===== config.mk =====
export PLATFORM = sky130hd
export DESIGN_NAME = tro_output_ctrl
export DESIGN_NICKNAME = d
export VERILOG_FILES = /design/src/core/tro_pkg.sv /design/src/core/tro_output_ctrl.sv
export SDC_FILE = /design/constraint.sdc
export NUM_CORES = 2
export LEC_CHECK = 0
export ABC_AREA = 1
export BUFFER_PORTS_ARGS = -buffer_cell sky130_fd_sc_hd__buf_2
export CAP_MARGIN = 20
export CELL_PAD_IN_SITES_DETAIL_PLACEMENT = 0
export CELL_PAD_IN_SITES_GLOBAL_PLACEMENT = 1
export CORE_ASPECT_RATIO = 0.75
export CORE_MARGIN = 10
export CORE_UTILIZATION = 45
export CTS_CLUSTER_SIZE = 10
export DETAILED_ROUTE_END_ITERATION = 12
export PLACE_DENSITY_LB_ADDON = 0.08
export REMOVE_ABC_BUFFERS = 1
export SETUP_SLACK_MARGIN = 0.5
export SLEW_MARGIN = 30
export SYNTH_ARGS = -nofsm -noshare
export SYNTH_HDL_FRONTEND = slang
export SYNTH_SLANG_ARGS = --single-unit
export TNS_END_PERCENT = 5

===== constraint.sdc =====
create_clock -name aclk -period 16.5 [get_ports aclk]
set_input_delay 1.65 -clock aclk [delete_from_list [all_inputs] [get_ports aclk]]
set_output_delay 1.65 -clock aclk [all_outputs]
set_load 0.01 [all_outputs]

===== src/core/tro_pkg.sv =====
// Constants and types for the telemetry receiver output control block.
// Assumes one 20 MHz clock and an on-chip demodulator that hands over decoded packets.
package tro_pkg;
  localparam int unsigned CLK_HZ = 20_000_000;
  localparam int unsigned BAUD_RATE = 19_200;
  localparam int unsigned BAUD_DIV = (CLK_HZ + BAUD_RATE / 2) / BAUD_RATE;
  localparam int unsigned LEARN_TIMEOUT_MS = 10_000;
  localparam int unsigned ERASE_HOLD_MS = 10_000;
  localparam int unsigned FLASH_HALF_MS = 150;
  localparam int unsigned LEARN_CYC_DEF = LEARN_TIMEOUT_MS * (CLK_HZ / 1000);
  localparam int unsigned ERASE_CYC_DEF = ERASE_HOLD_MS * (CLK_HZ / 1000);
  localparam int unsigned FLASH_CYC_DEF = FLASH_HALF_MS * (CLK_HZ / 1000);
  localparam int unsigned TMR_W = 28;
  localparam int unsigned BAUD_W = 11;
  localparam int unsigned NUM_PAIRS = 30;
  localparam int unsigned NUM_OUT = 4;
  localparam logic [2:0] SEL_MAX = 3'h4;
  localparam logic [2:0] FLASH_PAIRED = 3'h2;
  localparam logic [2:0] FLASH_ERASED = 3'h3;
  localparam logic [1:0] SYNC_SETTLE = 2'h2;
  localparam logic [3:0] FRAME_LAST_BIT = 4'h9;
  localparam logic [2:0] RECORD_TAIL_BYTES = 3'h6;
  // Register map, byte addresses
  localparam logic [3:0] REG_CTRL = 4'h0;
  localparam logic [3:0] REG_STATUS = 4'h4;
  localparam logic [3:0] REG_LAST_ID = 4'h8;
  localparam int unsigned CTRL_TX_EN_BIT = 0;
  localparam int unsigned CTRL_ERASE_BIT = 1;
  localparam int unsigned STATUS_OVR_BIT = 15;
  localparam logic CTRL_TX_EN_RST = 1'h1;
  localparam logic [1:0] RESP_OKAY = 2'h0;
  localparam logic [1:0] RESP_SLVERR = 2'h2;

  typedef struct packed {
    logic [23:0] id;
    logic [15:0] inputs;
    logic low_batt;
    logic [7:0] rssi;
  } tro_pkt_t;

  typedef struct packed {
    logic valid;
    logic [23:0] id;
    logic [3:0] inp;
    logic [1:0] out;
    logic last;
  } tro_pair_t;

  typedef struct packed {
    logic [15:0] rsvd;
    logic overrun;
    logic [4:0] pair_cnt;
    logic [2:0] sel;
    logic learning;
    logic latch_mode;
    logic asleep;
    logic [3:0] outs;
  } tro_status_t;

  typedef enum logic [1:0] {
    LS_NORMAL = 2'h0,
    LS_SELECT = 2'h1,
    LS_HELD = 2'h3
  } tro_learn_t;
endpackage


===== src/core/tro_output_ctrl.sv =====
// Output control behind a four-output telemetry receiver: pairing, outputs, LED and serial record.
// Assumes decoded packets arrive on aclk from the demodulator; pins are asynchronous.
`timescale 1ns/1ns
module tro_output_ctrl
  import tro_pkg::*;
#(
  parameter int unsigned LEARN_CYC = LEARN_CYC_DEF,
  parameter int unsigned ERASE_CYC = ERASE_CYC_DEF,
  parameter int unsigned FLASH_CYC = FLASH_CYC_DEF
) (
  // Clock and reset
  input wire logic aclk,
  input wire logic aresetn,
  // AXI4-Lite slave
  input wire logic [3:0] s_axi_awaddr,
  input wire logic s_axi_awvalid,
  output logic s_axi_awready,
  input wire logic [31:0] s_axi_wdata,
  input wire logic [3:0] s_axi_wstrb,
  input wire logic s_axi_wvalid,
  output logic s_axi_wready,
  output logic [1:0] s_axi_bresp,
  output logic s_axi_bvalid,
  input wire logic s_axi_bready,
  input wire logic [3:0] s_axi_araddr,
  input wire logic s_axi_arvalid,
  output logic s_axi_arready,
  output logic [31:0] s_axi_rdata,
  output logic [1:0] s_axi_rresp,
  output logic s_axi_rvalid,
  input wire logic s_axi_rready,
  // Demodulator side
  input wire logic rx_pkt_valid,
  input wire tro_pkt_t rx_pkt,
  input wire logic rx_active,
  // Pins
  input wire logic sleep_pin,
  input wire logic hold_style_select,
  input wire logic learn_pin_indicator_i,
  output logic learn_pin_indicator_o,
  output logic learn_pin_indicator_oe,
  output logic telemetry_out_1,
  output logic telemetry_out_2,
  output logic telemetry_out_3,
  output logic telemetry_out_4,
  output logic serial_tx
);

  logic [1:0] sleep_s_q, hold_s_q, learn_s_q;
  logic asleep, pin_low;
  logic [1:0] settle_q;
  logic mode_taken_q, latch_mode_q;
  logic press_q, led_q, oe_q, pin_o_q;
  logic [1:0] blank_q;
  logic blank, press_edge, release_edge;
  tro_learn_t state_q;
  logic [2:0] sel_q, sel_next;
  logic [TMR_W-1:0] learn_tmr_q, hold_tmr_q, flash_tmr_q;
  logic erased_q, erase_now, sw_erase_q;
  logic [2:0] flash_left_q, flash_num;
  logic flash_on_q, flash_go;
  logic pkt_acc, store_now;
  tro_pair_t pairs_q [NUM_PAIRS];
  logic [NUM_PAIRS-1:0] hit, cur, chg;
  logic free_ok, paired;
  logic [4:0] free_idx, pair_cnt;
  logic [3:0] low_inp;
  logic [NUM_OUT-1:0] out_d, out_q;
  logic tx_busy_q, overrun_q, tx_en_q;
  logic [9:0] shift_q;
  logic [47:0] rec_q;
  logic [2:0] bytes_left_q;
  logic [3:0] bit_q;
  logic [BAUD_W-1:0] baud_q;
  logic [23:0] last_id_q;
  logic [3:0] aw_addr_q;
  logic [31:0] wdata_q;
  logic [3:0] wstrb_q;
  logic wr_go, wr_hit_ctrl, wr_hit_stat;
  tro_status_t status;

  // Two-stage synchronisers for every pin
  always_ff @(posedge aclk) begin
    if (!aresetn) begin
      sleep_s_q <= 2'h0;
      hold_s_q <= 2'h3;
      learn_s_q <= 2'h3;
    end else begin
      sleep_s_q <= {sleep_s_q[0], sleep_pin};
      hold_s_q <= {hold_s_q[0], hold_style_select};
      learn_s_q <= {learn_s_q[0], learn_pin_indicator_i};
    end
  end

  assign asleep = sleep_s_q[1];
  assign pin_low = !learn_s_q[1];

  // Mode caught once after reset release, once the synchroniser has filled
  always_ff @(posedge aclk) begin
    if (!aresetn) begin
      settle_q <= 2'h0;
      mode_taken_q <= 1'b0;
      latch_mode_q <= 1'b1;
    end else if (!mode_taken_q) begin
      if (settle_q == SYNC_SETTLE) begin
        mode_taken_q <= 1'b1;
        latch_mode_q <= hold_s_q[1];
      end else begin
        settle_q <= settle_q + 2'h1;
      end
    end
  end

  // Our own LED drive reads back low, so presses are blanked while and just after we drive
  assign blank = oe_q | (|blank_q);
  assign press_edge = pin_low && !press_q && !blank;
  assign release_edge = !pin_low && press_q && !blank;
  always_ff @(posedge aclk) begin
    if (!aresetn) begin
      press_q <= 1'b0;
      blank_q <= 2'h0;
    end else begin
      blank_q <= {blank_q[0], oe_q};
      if (!blank) begin
        press_q <= pin_low;
      end
    end
  end

  assign pkt_acc = rx_pkt_valid && !asleep;
  assign store_now = (state_q == LS_SELECT) && pkt_acc && (|rx_pkt.inputs) && !press_edge;
  assign sel_next = (sel_q >= SEL_MAX || sel_q == 3'h0) ? 3'h1 : sel_q + 3'h1;
  assign erase_now = ((state_q == LS_HELD) && !erased_q && hold_tmr_q == TMR_W'(ERASE_CYC - 1)) || sw_erase_q;
  assign flash_go = ((state_q == LS_HELD) && release_edge) || store_now;
  assign flash_num = store_now ? FLASH_PAIRED : (erased_q ? FLASH_ERASED : sel_next);

  // Learn, select and erase sequencing
  always_ff @(posedge aclk) begin
    if (!aresetn) begin
      state_q <= LS_NORMAL;
      sel_q <= 3'h0;
      learn_tmr_q <= '0;
      hold_tmr_q <= '0;
      erased_q <= 1'b0;
    end else if (asleep) begin
      state_q <= LS_NORMAL;
      sel_q <= 3'h0;
      erased_q <= 1'b0;
    end else begin
      case (state_q)
        LS_NORMAL: begin
          if (press_edge) begin
            state_q <= LS_HELD;
            hold_tmr_q <= '0;
            erased_q <= 1'b0;
          end
        end
        LS_SELECT: begin
          learn_tmr_q <= learn_tmr_q + TMR_W'(1);
          if (press_edge) begin
            state_q <= LS_HELD;
            hold_tmr_q <= '0;
            erased_q <= 1'b0;
          end else if (store_now) begin
            state_q <= LS_NORMAL;
            sel_q <= 3'h0;
          end else if (learn_tmr_q == TMR_W'(LEARN_CYC - 1)) begin
            state_q <= LS_NORMAL;
            sel_q <= 3'h0;
          end
        end
        LS_HELD: begin
          if (hold_tmr_q != TMR_W'(ERASE_CYC - 1)) begin
            hold_tmr_q <= hold_tmr_q + TMR_W'(1);
          end
          if (erase_now) begin
            erased_q <= 1'b1;
          end
          if (release_edge) begin
            learn_tmr_q <= '0;
            if (erased_q) begin
              state_q <= LS_NORMAL;
              sel_q <= 3'h0;
            end else begin
              state_q <= LS_SELECT;
              sel_q <= sel_next;
            end
          end
        end
        default: begin
          state_q <= LS_NORMAL;
          sel_q <= 3'h0;
        end
      endcase
    end
  end

  // Flash engine: a count of on/off pairs
  always_ff @(posedge aclk) begin
    if (!aresetn) begin
      flash_left_q <= 3'h0;
      flash_on_q <= 1'b0;
      flash_tmr_q <= '0;
    end else if (flash_go) begin
      flash_left_q <= flash_num;
      flash_on_q <= 1'b1;
      flash_tmr_q <= '0;
    end else if (flash_left_q != 3'h0) begin
      if (flash_tmr_q == TMR_W'(FLASH_CYC - 1)) begin
        flash_tmr_q <= '0;
        flash_on_q <= !flash_on_q;
        if (flash_on_q) begin
          flash_left_q <= flash_left_q - 3'h1;
        end
      end else begin
        flash_tmr_q <= flash_tmr_q + TMR_W'(1);
      end
    end
  end

  // Held-low lighting comes from the external ground itself; we sink the pin to flash, and while awake and rx_active in normal state with no flash left
  always_ff @(posedge aclk) begin
    if (!aresetn) begin
      oe_q <= 1'b0;
      pin_o_q <= 1'b0;
    end else begin
      oe_q <= flash_on_q || (state_q == LS_NORMAL && rx_active && !asleep && flash_left_q == 3'h0);
      pin_o_q <= 1'b0;
    end
  end

  always_comb begin
    free_ok = 1'b0;
    free_idx = 5'h0;
    pair_cnt = 5'h0;
    low_inp = 4'h0;
    for (int i = NUM_PAIRS - 1; i >= 0; i--) begin
      if (!pairs_q[i].valid) begin
        free_ok = 1'b1;
        free_idx = 5'(i);
      end
      pair_cnt = pair_cnt + {4'h0, pairs_q[i].valid};
    end
    for (int i = 15; i >= 0; i--) begin
      if (rx_pkt.inputs[i]) begin
        low_inp = 4'(i);
      end
    end
  end

  // Pairing memory, one entry per generate slot
  for (genvar g = 0; g < NUM_PAIRS; g++) begin : g_pair
    assign hit[g] = pairs_q[g].valid && pairs_q[g].id == rx_pkt.id;
    assign cur[g] = rx_pkt.inputs[pairs_q[g].inp];
    assign chg[g] = hit[g] && (cur[g] != pairs_q[g].last);
    always_ff @(posedge aclk) begin
      if (!aresetn || erase_now) begin
        pairs_q[g] <= '0;
      end else if (store_now && free_ok && free_idx == 5'(g)) begin
        pairs_q[g] <= '{valid: 1'b1, id: rx_pkt.id, inp: low_inp, out: 2'(sel_q - 3'h1), last: 1'b1};
      end else if (pkt_acc && state_q == LS_NORMAL && chg[g]) begin
        pairs_q[g].last <= cur[g];
      end
    end
  end

  assign paired = |hit;

  always_comb begin
    out_d = out_q;
    if (asleep) begin
      out_d = '0;
    end else if (pkt_acc && state_q == LS_NORMAL) begin
      for (int i = 0; i < NUM_PAIRS; i++) begin
        if (chg[i]) begin
          if (!latch_mode_q) begin
            out_d[pairs_q[i].out] = cur[i];
          end else if (!cur[i]) begin
            out_d[pairs_q[i].out] = !out_d[pairs_q[i].out];
          end
        end
      end
    end
  end

  always_ff @(posedge aclk) begin
    if (!aresetn) begin
      out_q <= '0;
    end else begin
      out_q <= out_d;
    end
  end

  assign telemetry_out_1 = out_q[0];
  assign telemetry_out_2 = out_q[1];
  assign telemetry_out_3 = out_q[2];
  assign telemetry_out_4 = out_q[3];
  assign learn_pin_indicator_o = pin_o_q;
  assign learn_pin_indicator_oe = oe_q;

  // Serial record; idle shift register holds ones so the line rests high
  always_ff @(posedge aclk) begin
    if (!aresetn) begin
      tx_busy_q <= 1'b0;
      shift_q <= 10'h3ff;
      rec_q <= '0;
      bytes_left_q <= 3'h0;
      bit_q <= 4'h0;
      baud_q <= '0;
    end else if (!tx_busy_q) begin
      if (pkt_acc && tx_en_q) begin
        tx_busy_q <= 1'b1;
        shift_q <= {1'b1, rx_pkt.id[23:16], 1'b0};
        rec_q <= {rx_pkt.id[15:0], rx_pkt.inputs[7:0], rx_pkt.inputs[15:8],
                  6'h0, paired, rx_pkt.low_batt, rx_pkt.rssi};
        bytes_left_q <= RECORD_TAIL_BYTES;
        bit_q <= 4'h0;
        baud_q <= '0;
      end
    end else if (baud_q == BAUD_W'(BAUD_DIV - 1)) begin
      baud_q <= '0;
      if (bit_q == FRAME_LAST_BIT) begin
        bit_q <= 4'h0;
        if (bytes_left_q == 3'h0) begin
          tx_busy_q <= 1'b0;
          shift_q <= 10'h3ff;
        end else begin
          shift_q <= {1'b1, rec_q[47:40], 1'b0};
          rec_q <= {rec_q[39:0], 8'h00};
          bytes_left_q <= bytes_left_q - 3'h1;
        end
      end else begin
        bit_q <= bit_q + 4'h1;
        shift_q <= {1'b1, shift_q[9:1]};
      end
    end else begin
      baud_q <= baud_q + BAUD_W'(1);
    end
  end

  assign serial_tx = shift_q[0];

  always_ff @(posedge aclk) begin
    if (!aresetn) begin
      last_id_q <= 24'h0;
    end else if (pkt_acc) begin
      last_id_q <= rx_pkt.id;
    end
  end

  // AXI4-Lite slave: address and data taken in either order, one write and one read at a time
  assign wr_go = !s_axi_awready && !s_axi_wready && !s_axi_bvalid;
  assign wr_hit_ctrl = wr_go && aw_addr_q == REG_CTRL;
  assign wr_hit_stat = wr_go && aw_addr_q == REG_STATUS;
  always_ff @(posedge aclk) begin
    if (!aresetn) begin
      s_axi_awready <= 1'b1;
      s_axi_wready <= 1'b1;
      s_axi_bvalid <= 1'b0;
      s_axi_bresp <= RESP_OKAY;
      aw_addr_q <= 4'h0;
      wdata_q <= 32'h0;
      wstrb_q <= 4'h0;
    end else begin
      if (s_axi_awvalid && s_axi_awready) begin
        s_axi_awready <= 1'b0;
        aw_addr_q <= s_axi_awaddr;
      end
      if (s_axi_wvalid && s_axi_wready) begin
        s_axi_wready <= 1'b0;
        wdata_q <= s_axi_wdata;
        wstrb_q <= s_axi_wstrb;
      end
      if (wr_go) begin
        s_axi_bvalid <= 1'b1;
        s_axi_bresp <= (aw_addr_q == REG_CTRL || aw_addr_q == REG_STATUS || aw_addr_q == REG_LAST_ID)
                       ? RESP_OKAY : RESP_SLVERR;
      end
      if (s_axi_bvalid && s_axi_bready) begin
        s_axi_bvalid <= 1'b0;
        s_axi_awready <= 1'b1;
        s_axi_wready <= 1'b1;
      end
    end
  end

  // Control bits; erase is a self-clearing request
  always_ff @(posedge aclk) begin
    if (!aresetn) begin
      tx_en_q <= CTRL_TX_EN_RST;
      sw_erase_q <= 1'b0;
    end else begin
      sw_erase_q <= wr_hit_ctrl && wstrb_q[0] && wdata_q[CTRL_ERASE_BIT];
      if (wr_hit_ctrl && wstrb_q[0]) begin
        tx_en_q <= wdata_q[CTRL_TX_EN_BIT];
      end
    end
  end

  // Overrun: a packet lost while a record is still going out; set wins over clear
  always_ff @(posedge aclk) begin
    if (!aresetn) begin
      overrun_q <= 1'b0;
    end else if (pkt_acc && tx_busy_q) begin
      overrun_q <= 1'b1;
    end else if (wr_hit_stat && wstrb_q[1] && wdata_q[STATUS_OVR_BIT]) begin
      overrun_q <= 1'b0;
    end
  end

  assign status = '{rsvd: 16'h0, overrun: overrun_q, pair_cnt: pair_cnt, sel: sel_q,
                    learning: state_q != LS_NORMAL, latch_mode: latch_mode_q, asleep: asleep, outs: out_q};

  always_ff @(posedge aclk) begin
    if (!aresetn) begin
      s_axi_arready <= 1'b1;
      s_axi_rvalid <= 1'b0;
      s_axi_rdata <= 32'h0;
      s_axi_rresp <= RESP_OKAY;
    end else if (s_axi_arvalid && s_axi_arready) begin
      s_axi_arready <= 1'b0;
      s_axi_rvalid <= 1'b1;
      s_axi_rresp <= RESP_OKAY;
      case (s_axi_araddr)
        REG_CTRL: s_axi_rdata <= {30'h0, 1'b0, tx_en_q};
        REG_STATUS: s_axi_rdata <= status;
        REG_LAST_ID: s_axi_rdata <= {8'h00, last_id_q};
        default: begin
          s_axi_rdata <= 32'h0;
          s_axi_rresp <= RESP_SLVERR;
        end
      endcase
    end else if (s_axi_rvalid && s_axi_rready) begin
      s_axi_rvalid <= 1'b0;
      s_axi_arready <= 1'b1;
    end
  end

  AST_SLEEP_OFF: assert property (@(posedge aclk) disable iff (!aresetn) asleep |=> out_q == '0)
    else $error("outputs not cleared in sleep");
  AST_NO_WAKE: assert property (@(posedge aclk) disable iff (!aresetn)
    !pkt_acc && !asleep |=> $stable(out_q))
    else $error("outputs moved without a packet");
  AST_MODE_FIXED: assert property (@(posedge aclk) disable iff (!aresetn)
    mode_taken_q && $past(mode_taken_q) |-> $stable(latch_mode_q))
    else $error("mode changed after capture");
  AST_REPEAT: assert property (@(posedge aclk) disable iff (!aresetn)
    pkt_acc && !asleep && chg == '0 |=> out_q == $past(out_q))
    else $error("unchanged input moved an output");
  AST_MOM_SET: assert property (@(posedge aclk) disable iff (!aresetn)
    !latch_mode_q && pkt_acc && state_q == LS_NORMAL && chg == NUM_PAIRS'(1)
    |=> out_q[pairs_q[0].out] == $past(cur[0]))
    else $error("momentary output does not follow input");
  AST_RECORD: assert property (@(posedge aclk) disable iff (!aresetn)
    pkt_acc && !tx_busy_q && tx_en_q |=> tx_busy_q && !serial_tx)
    else $error("record not started with start bit");
  AST_TIMEOUT: assert property (@(posedge aclk) disable iff (!aresetn)
    state_q == LS_SELECT && learn_tmr_q == TMR_W'(LEARN_CYC - 1) && !press_edge && !store_now && !asleep
    |=> state_q == LS_NORMAL && sel_q == 3'h0)
    else $error("learn mode did not time out");
  AST_STORE: assert property (@(posedge aclk) disable iff (!aresetn)
    store_now && free_ok && !erase_now |=> pair_cnt == $past(pair_cnt) + 5'h1 && flash_left_q == FLASH_PAIRED)
    else $error("pairing not stored");
  AST_FULL: assert property (@(posedge aclk) disable iff (!aresetn)
    store_now && !free_ok && !erase_now |=> pair_cnt == 5'(NUM_PAIRS))
    else $error("pairing memory overflow");
  AST_ERASE: assert property (@(posedge aclk) disable iff (!aresetn) erase_now |=> pair_cnt == 5'h0)
    else $error("erase left pairings");
  AST_SEL: assert property (@(posedge aclk) disable iff (!aresetn)
    state_q == LS_SELECT |-> sel_q >= 3'h1 && sel_q <= SEL_MAX)
    else $error("selected output out of range");
  AST_BHOLD: assert property (@(posedge aclk) disable iff (!aresetn)
    s_axi_bvalid && !s_axi_bready |=> s_axi_bvalid && $stable(s_axi_bresp))
    else $error("write response dropped");

endmodule


==> results by group <==
Status
  – Status: complete, no violations

Yosys
  – Post-Syn Instances: ~8200
  – Register area share after synthesis: 0.497
  – Seq cells post-synth: ~1200
  – Complex-gate fraction of the synthesized area: 0.137
  – Multiplexer share of the synthesized area: 0
  – Synthesis Warnings: 0
  – Syn avg cell area: 8.30 um2
  – Largest family of logic cells by synthesized area: simple AND/OR/NAND/NOR gates
  – Mapped Area: between 60000 and 70000 um2
  – Post-synth EDFFs: between 900 and 1000
  – Distinct cells, synth: between 70 and 80
  – Synth Area in Simple Gates: 0.244
  – Post-synthesis adder-cell area fraction: 0.0109
  – Synth Flop Type: edfxtp_1
  – Synth Area in XOR/XNOR: 0.0324
  – Synth async-reset ratio: 0

Finish
  – Most frequent cells in the layout: 1441 x nor2_1, 1326 x nand2_1, 959 x edfxtp_1, 719 x inv_1, 582 x o21ai_0
  – Nets: between 8000 and 9000
  – Fill cell count: 14300
  – Commonest non-fill, non-tap cell in the layout: nor2_1
  – Fin cells: about 10000
  – Reg area: 33900 um2
  – Multi-input gate area: approximately 29000 um2
  – Share of cells above drive strength 1: 0.126
  – Layout Area Growth over Synthesis: 11.6%

Routing
  – Aggregate routed wire length: approximately 250000 um
  – Vias: ~60000
  – DRC Markers: 0
  – Antenna Nets Post-Route: 0
  – Drt wl/cell: roughly 24 um
  – DR pass1 iterations: 6
  – First DRT Iteration DRCs: between 7000 and 8000
  – Via density: ~5.8

Placed design
  – DP Cell Count: 10100
  – IO Port Bufs: 110
  – Gp weighted congestion: roughly 0.94
  – DP Worst Slack: -62.3 ps
  – Dpl hpwl: 169000 um

Clock network
  – CTS Hold Bufs: 0
  – Maximum clock path buffer count: 3
  – Worst skew pair latency: 810 ps
  – Clk root buf: clkbuf_16
  – Worst-path clk slew: roughly 60 ps
  – H-tree depth: 4
  – TritonCTS clock tree: done
  – Clk sinks: 1215
  – Total CTS buffers: between 100 and 150

Global route
  – Largest net degree at the start of global routing: 81
  – Total GRT Usage: 0.285
  – First-pass GRT wire length: around 360000 um
  – Antenna violations before repair: 13
  – Vias in the first global route: roughly 54000
  – GRT overflow: 0

Timing
  – Final critical-path required period: between 15000 and 20000 ps
  – Final setup vio count: 0
  – Fmax: ~64 MHz
  – Clk_skew: between 40 and 50 ps
  – Worst Tran Pin Value: around 1200 ps
  – Final period util: 0.943
  – Slew HR: 0.208
  – Fin Setup TNS: 0 ps
  – Pins Over Slew Limit: 0
  – RSZ-0062 raised after global routing: true
  – Hold Fails Final Rpt: 0
  – Final worst slack: around 940 ps

Setup path
  – Largest stage delay, worst path: roughly 500 ps
  – Startpoint types: input pin
  – Setup CP Type: input pin to flip-flop
  – Required @ worst endpoint: approximately 17000 ps
  – Top delay family on crit path: simple AND/OR/NAND/NOR gates
  – Critical Path End Type: flip-flop
  – Crit-path slowest cell: nor4_1
  – Worst path bufs/invs: 5
  – Cell mode on critical path: nand2_2
  – Arr. time, crit path: ~16000 ps
  – Max FO, Critical Path: 19

Pwr
  – Maximum vdd drop: about 0.00011 V
  – Leak Pwr: 30.3 nW
  – PD cells: 98.1 nW/um2

Die
  – Chip Width: around 470 um
  – # IOs: ~150
  – Die H: 357 um
  – Die Area: 168000 um2
  – Initial core utilization: 0.454
  – Row count: between 100 and 150
  – Core area: around 150000 um2

Worst hold path
  – HP Class: flip-flop to flip-flop

Job
  – Maxcap violations: 0
[Yosys cell counts, types with 43 or more instances]
cell | n | area, um2
o221ai_1 | 55 | 482
inv_1 | 738 | 2770
nand2_1 | 1382 | 5190
nor2_1 | 1453 | 5450
o31ai_1 | 76 | 571
nand4_1 | 122 | 763
nor3_1 | 102 | 510
clkbuf_1 | 392 | 1470
nand3_1 | 318 | 1590
edfxtp_1 | 959 | 28800
o21ai_1 | 83 | 415
a221oi_1 | 46 | 403
xnor2_1 | 101 | 885
nor4_1 | 108 | 676
xor2_1 | 146 | 1280
o21ai_0 | 583 | 2920
o22ai_1 | 96 | 601
dfxtp_1 | 256 | 5120
a31oi_1 | 43 | 269
or2_2 | 119 | 744
a21oi_1 | 411 | 2060
a211oi_1 | 43 | 323
nand2_2 | 115 | 719
[report_power, final]
part | internal, mW | switching, mW | total [mW]
clock | 1.65 | 1.31 | 2.96
combinational | 0.291 | 0.721 | 1.01
sequential | 3.41 | 0.0879 | 3.50
total | 5.35 | 2.12 | 7.47
[cell families (layout without fill, tap and decap cells)]
| group | Yosys count | after routing |
|---|---|---|
| and+or+nand+nor | 3848 | 3848 |
| AOI/OAI and AO/OA | 1587 | 1587 |
| buffers and inverters | 1278 | 1412 |
| DFF | 1215 | 1215 |
| xor gates and xnor gates | 249 | 249 |
| adders and majority gates | 46 | 46 |
| other | 1 | 16 |
[repair_timing]
action,in CTS,in global routing
setup endpoints to repair,0,4
hold endpoints to repair,0,0
gates resized for setup,0,166
setup buffers,0,13
[per-stage QoR]
step	instance area (um2)	hold slack, ps	utilization	total power, mW
after floorplan	65800	390	-	4.08
after global placement	71300	405	0.474	4.51
after detailed placement	71300	405	0.474	4.52
after CTS	75500	421	0.502	7.47
after global routing	76100	442	0.506	7.73
final	76100	423	0.506	7.47
[cell type report]
class                           count  share of cell area
Antenna cell                        5            0.000164
Clock buffer                      188              0.0511
Clock inverter                     18             0.00358
Inverter                          781              0.0392
Multi-Input combinational cell   5741               0.386
Sequential cell                  1215               0.446
Tap cell                         2000              0.0329
Timing Repair Buffer              425              0.0410
[tightest hold or removal path, delay by kind of cell, from the launching register on]
family        cells  cell delay (ps)
buf+inv           1               40
simple gates      1               50
flops             1              300
[registers in the layout (all words and copies together), names as in the netlist, 3 cells and up]
| name | flops |
|---|---|
| flash_left_q | 3 |
| pairs_q | 960 |
| wdata_q | 3 |
| rec_q | 48 |
| shift_q | 9 |
| baud_q | 11 |
| learn_tmr_q | 28 |
| bit_q | 4 |
| aw_addr_q | 4 |
| flash_tmr_q | 28 |
| out_q | 4 |
| bytes_left_q | 3 |
| s_axi_rdata | 24 |
| last_id_q | 24 |
| hold_tmr_q | 28 |
| sel_q | 3 |
[metal layers]
metal	global-route usage	up-vias	wire length [um]
met5	0	-	13
li1	-	28100	-
met4	0.0761	2	6960
met1	0.428	28800	115000
met2	0.416	2595	103000
met3	0.0541	349	24600
[final timing paths]
path                                     start           end  slack [ps]  cells past startpoint
worst min-delay path              sleep_s_q[0]  sleep_s_q[1]         420                      2
worst min register to register    sleep_s_q[0]  sleep_s_q[1]         420                      2
worst max-delay path                rx_pkt[32]      out_q[3]         940                    144
worst max register to register  pairs_q[0][31]      out_q[3]        1280                    158
Note: power is estimated with default switching activity, not from simulation.
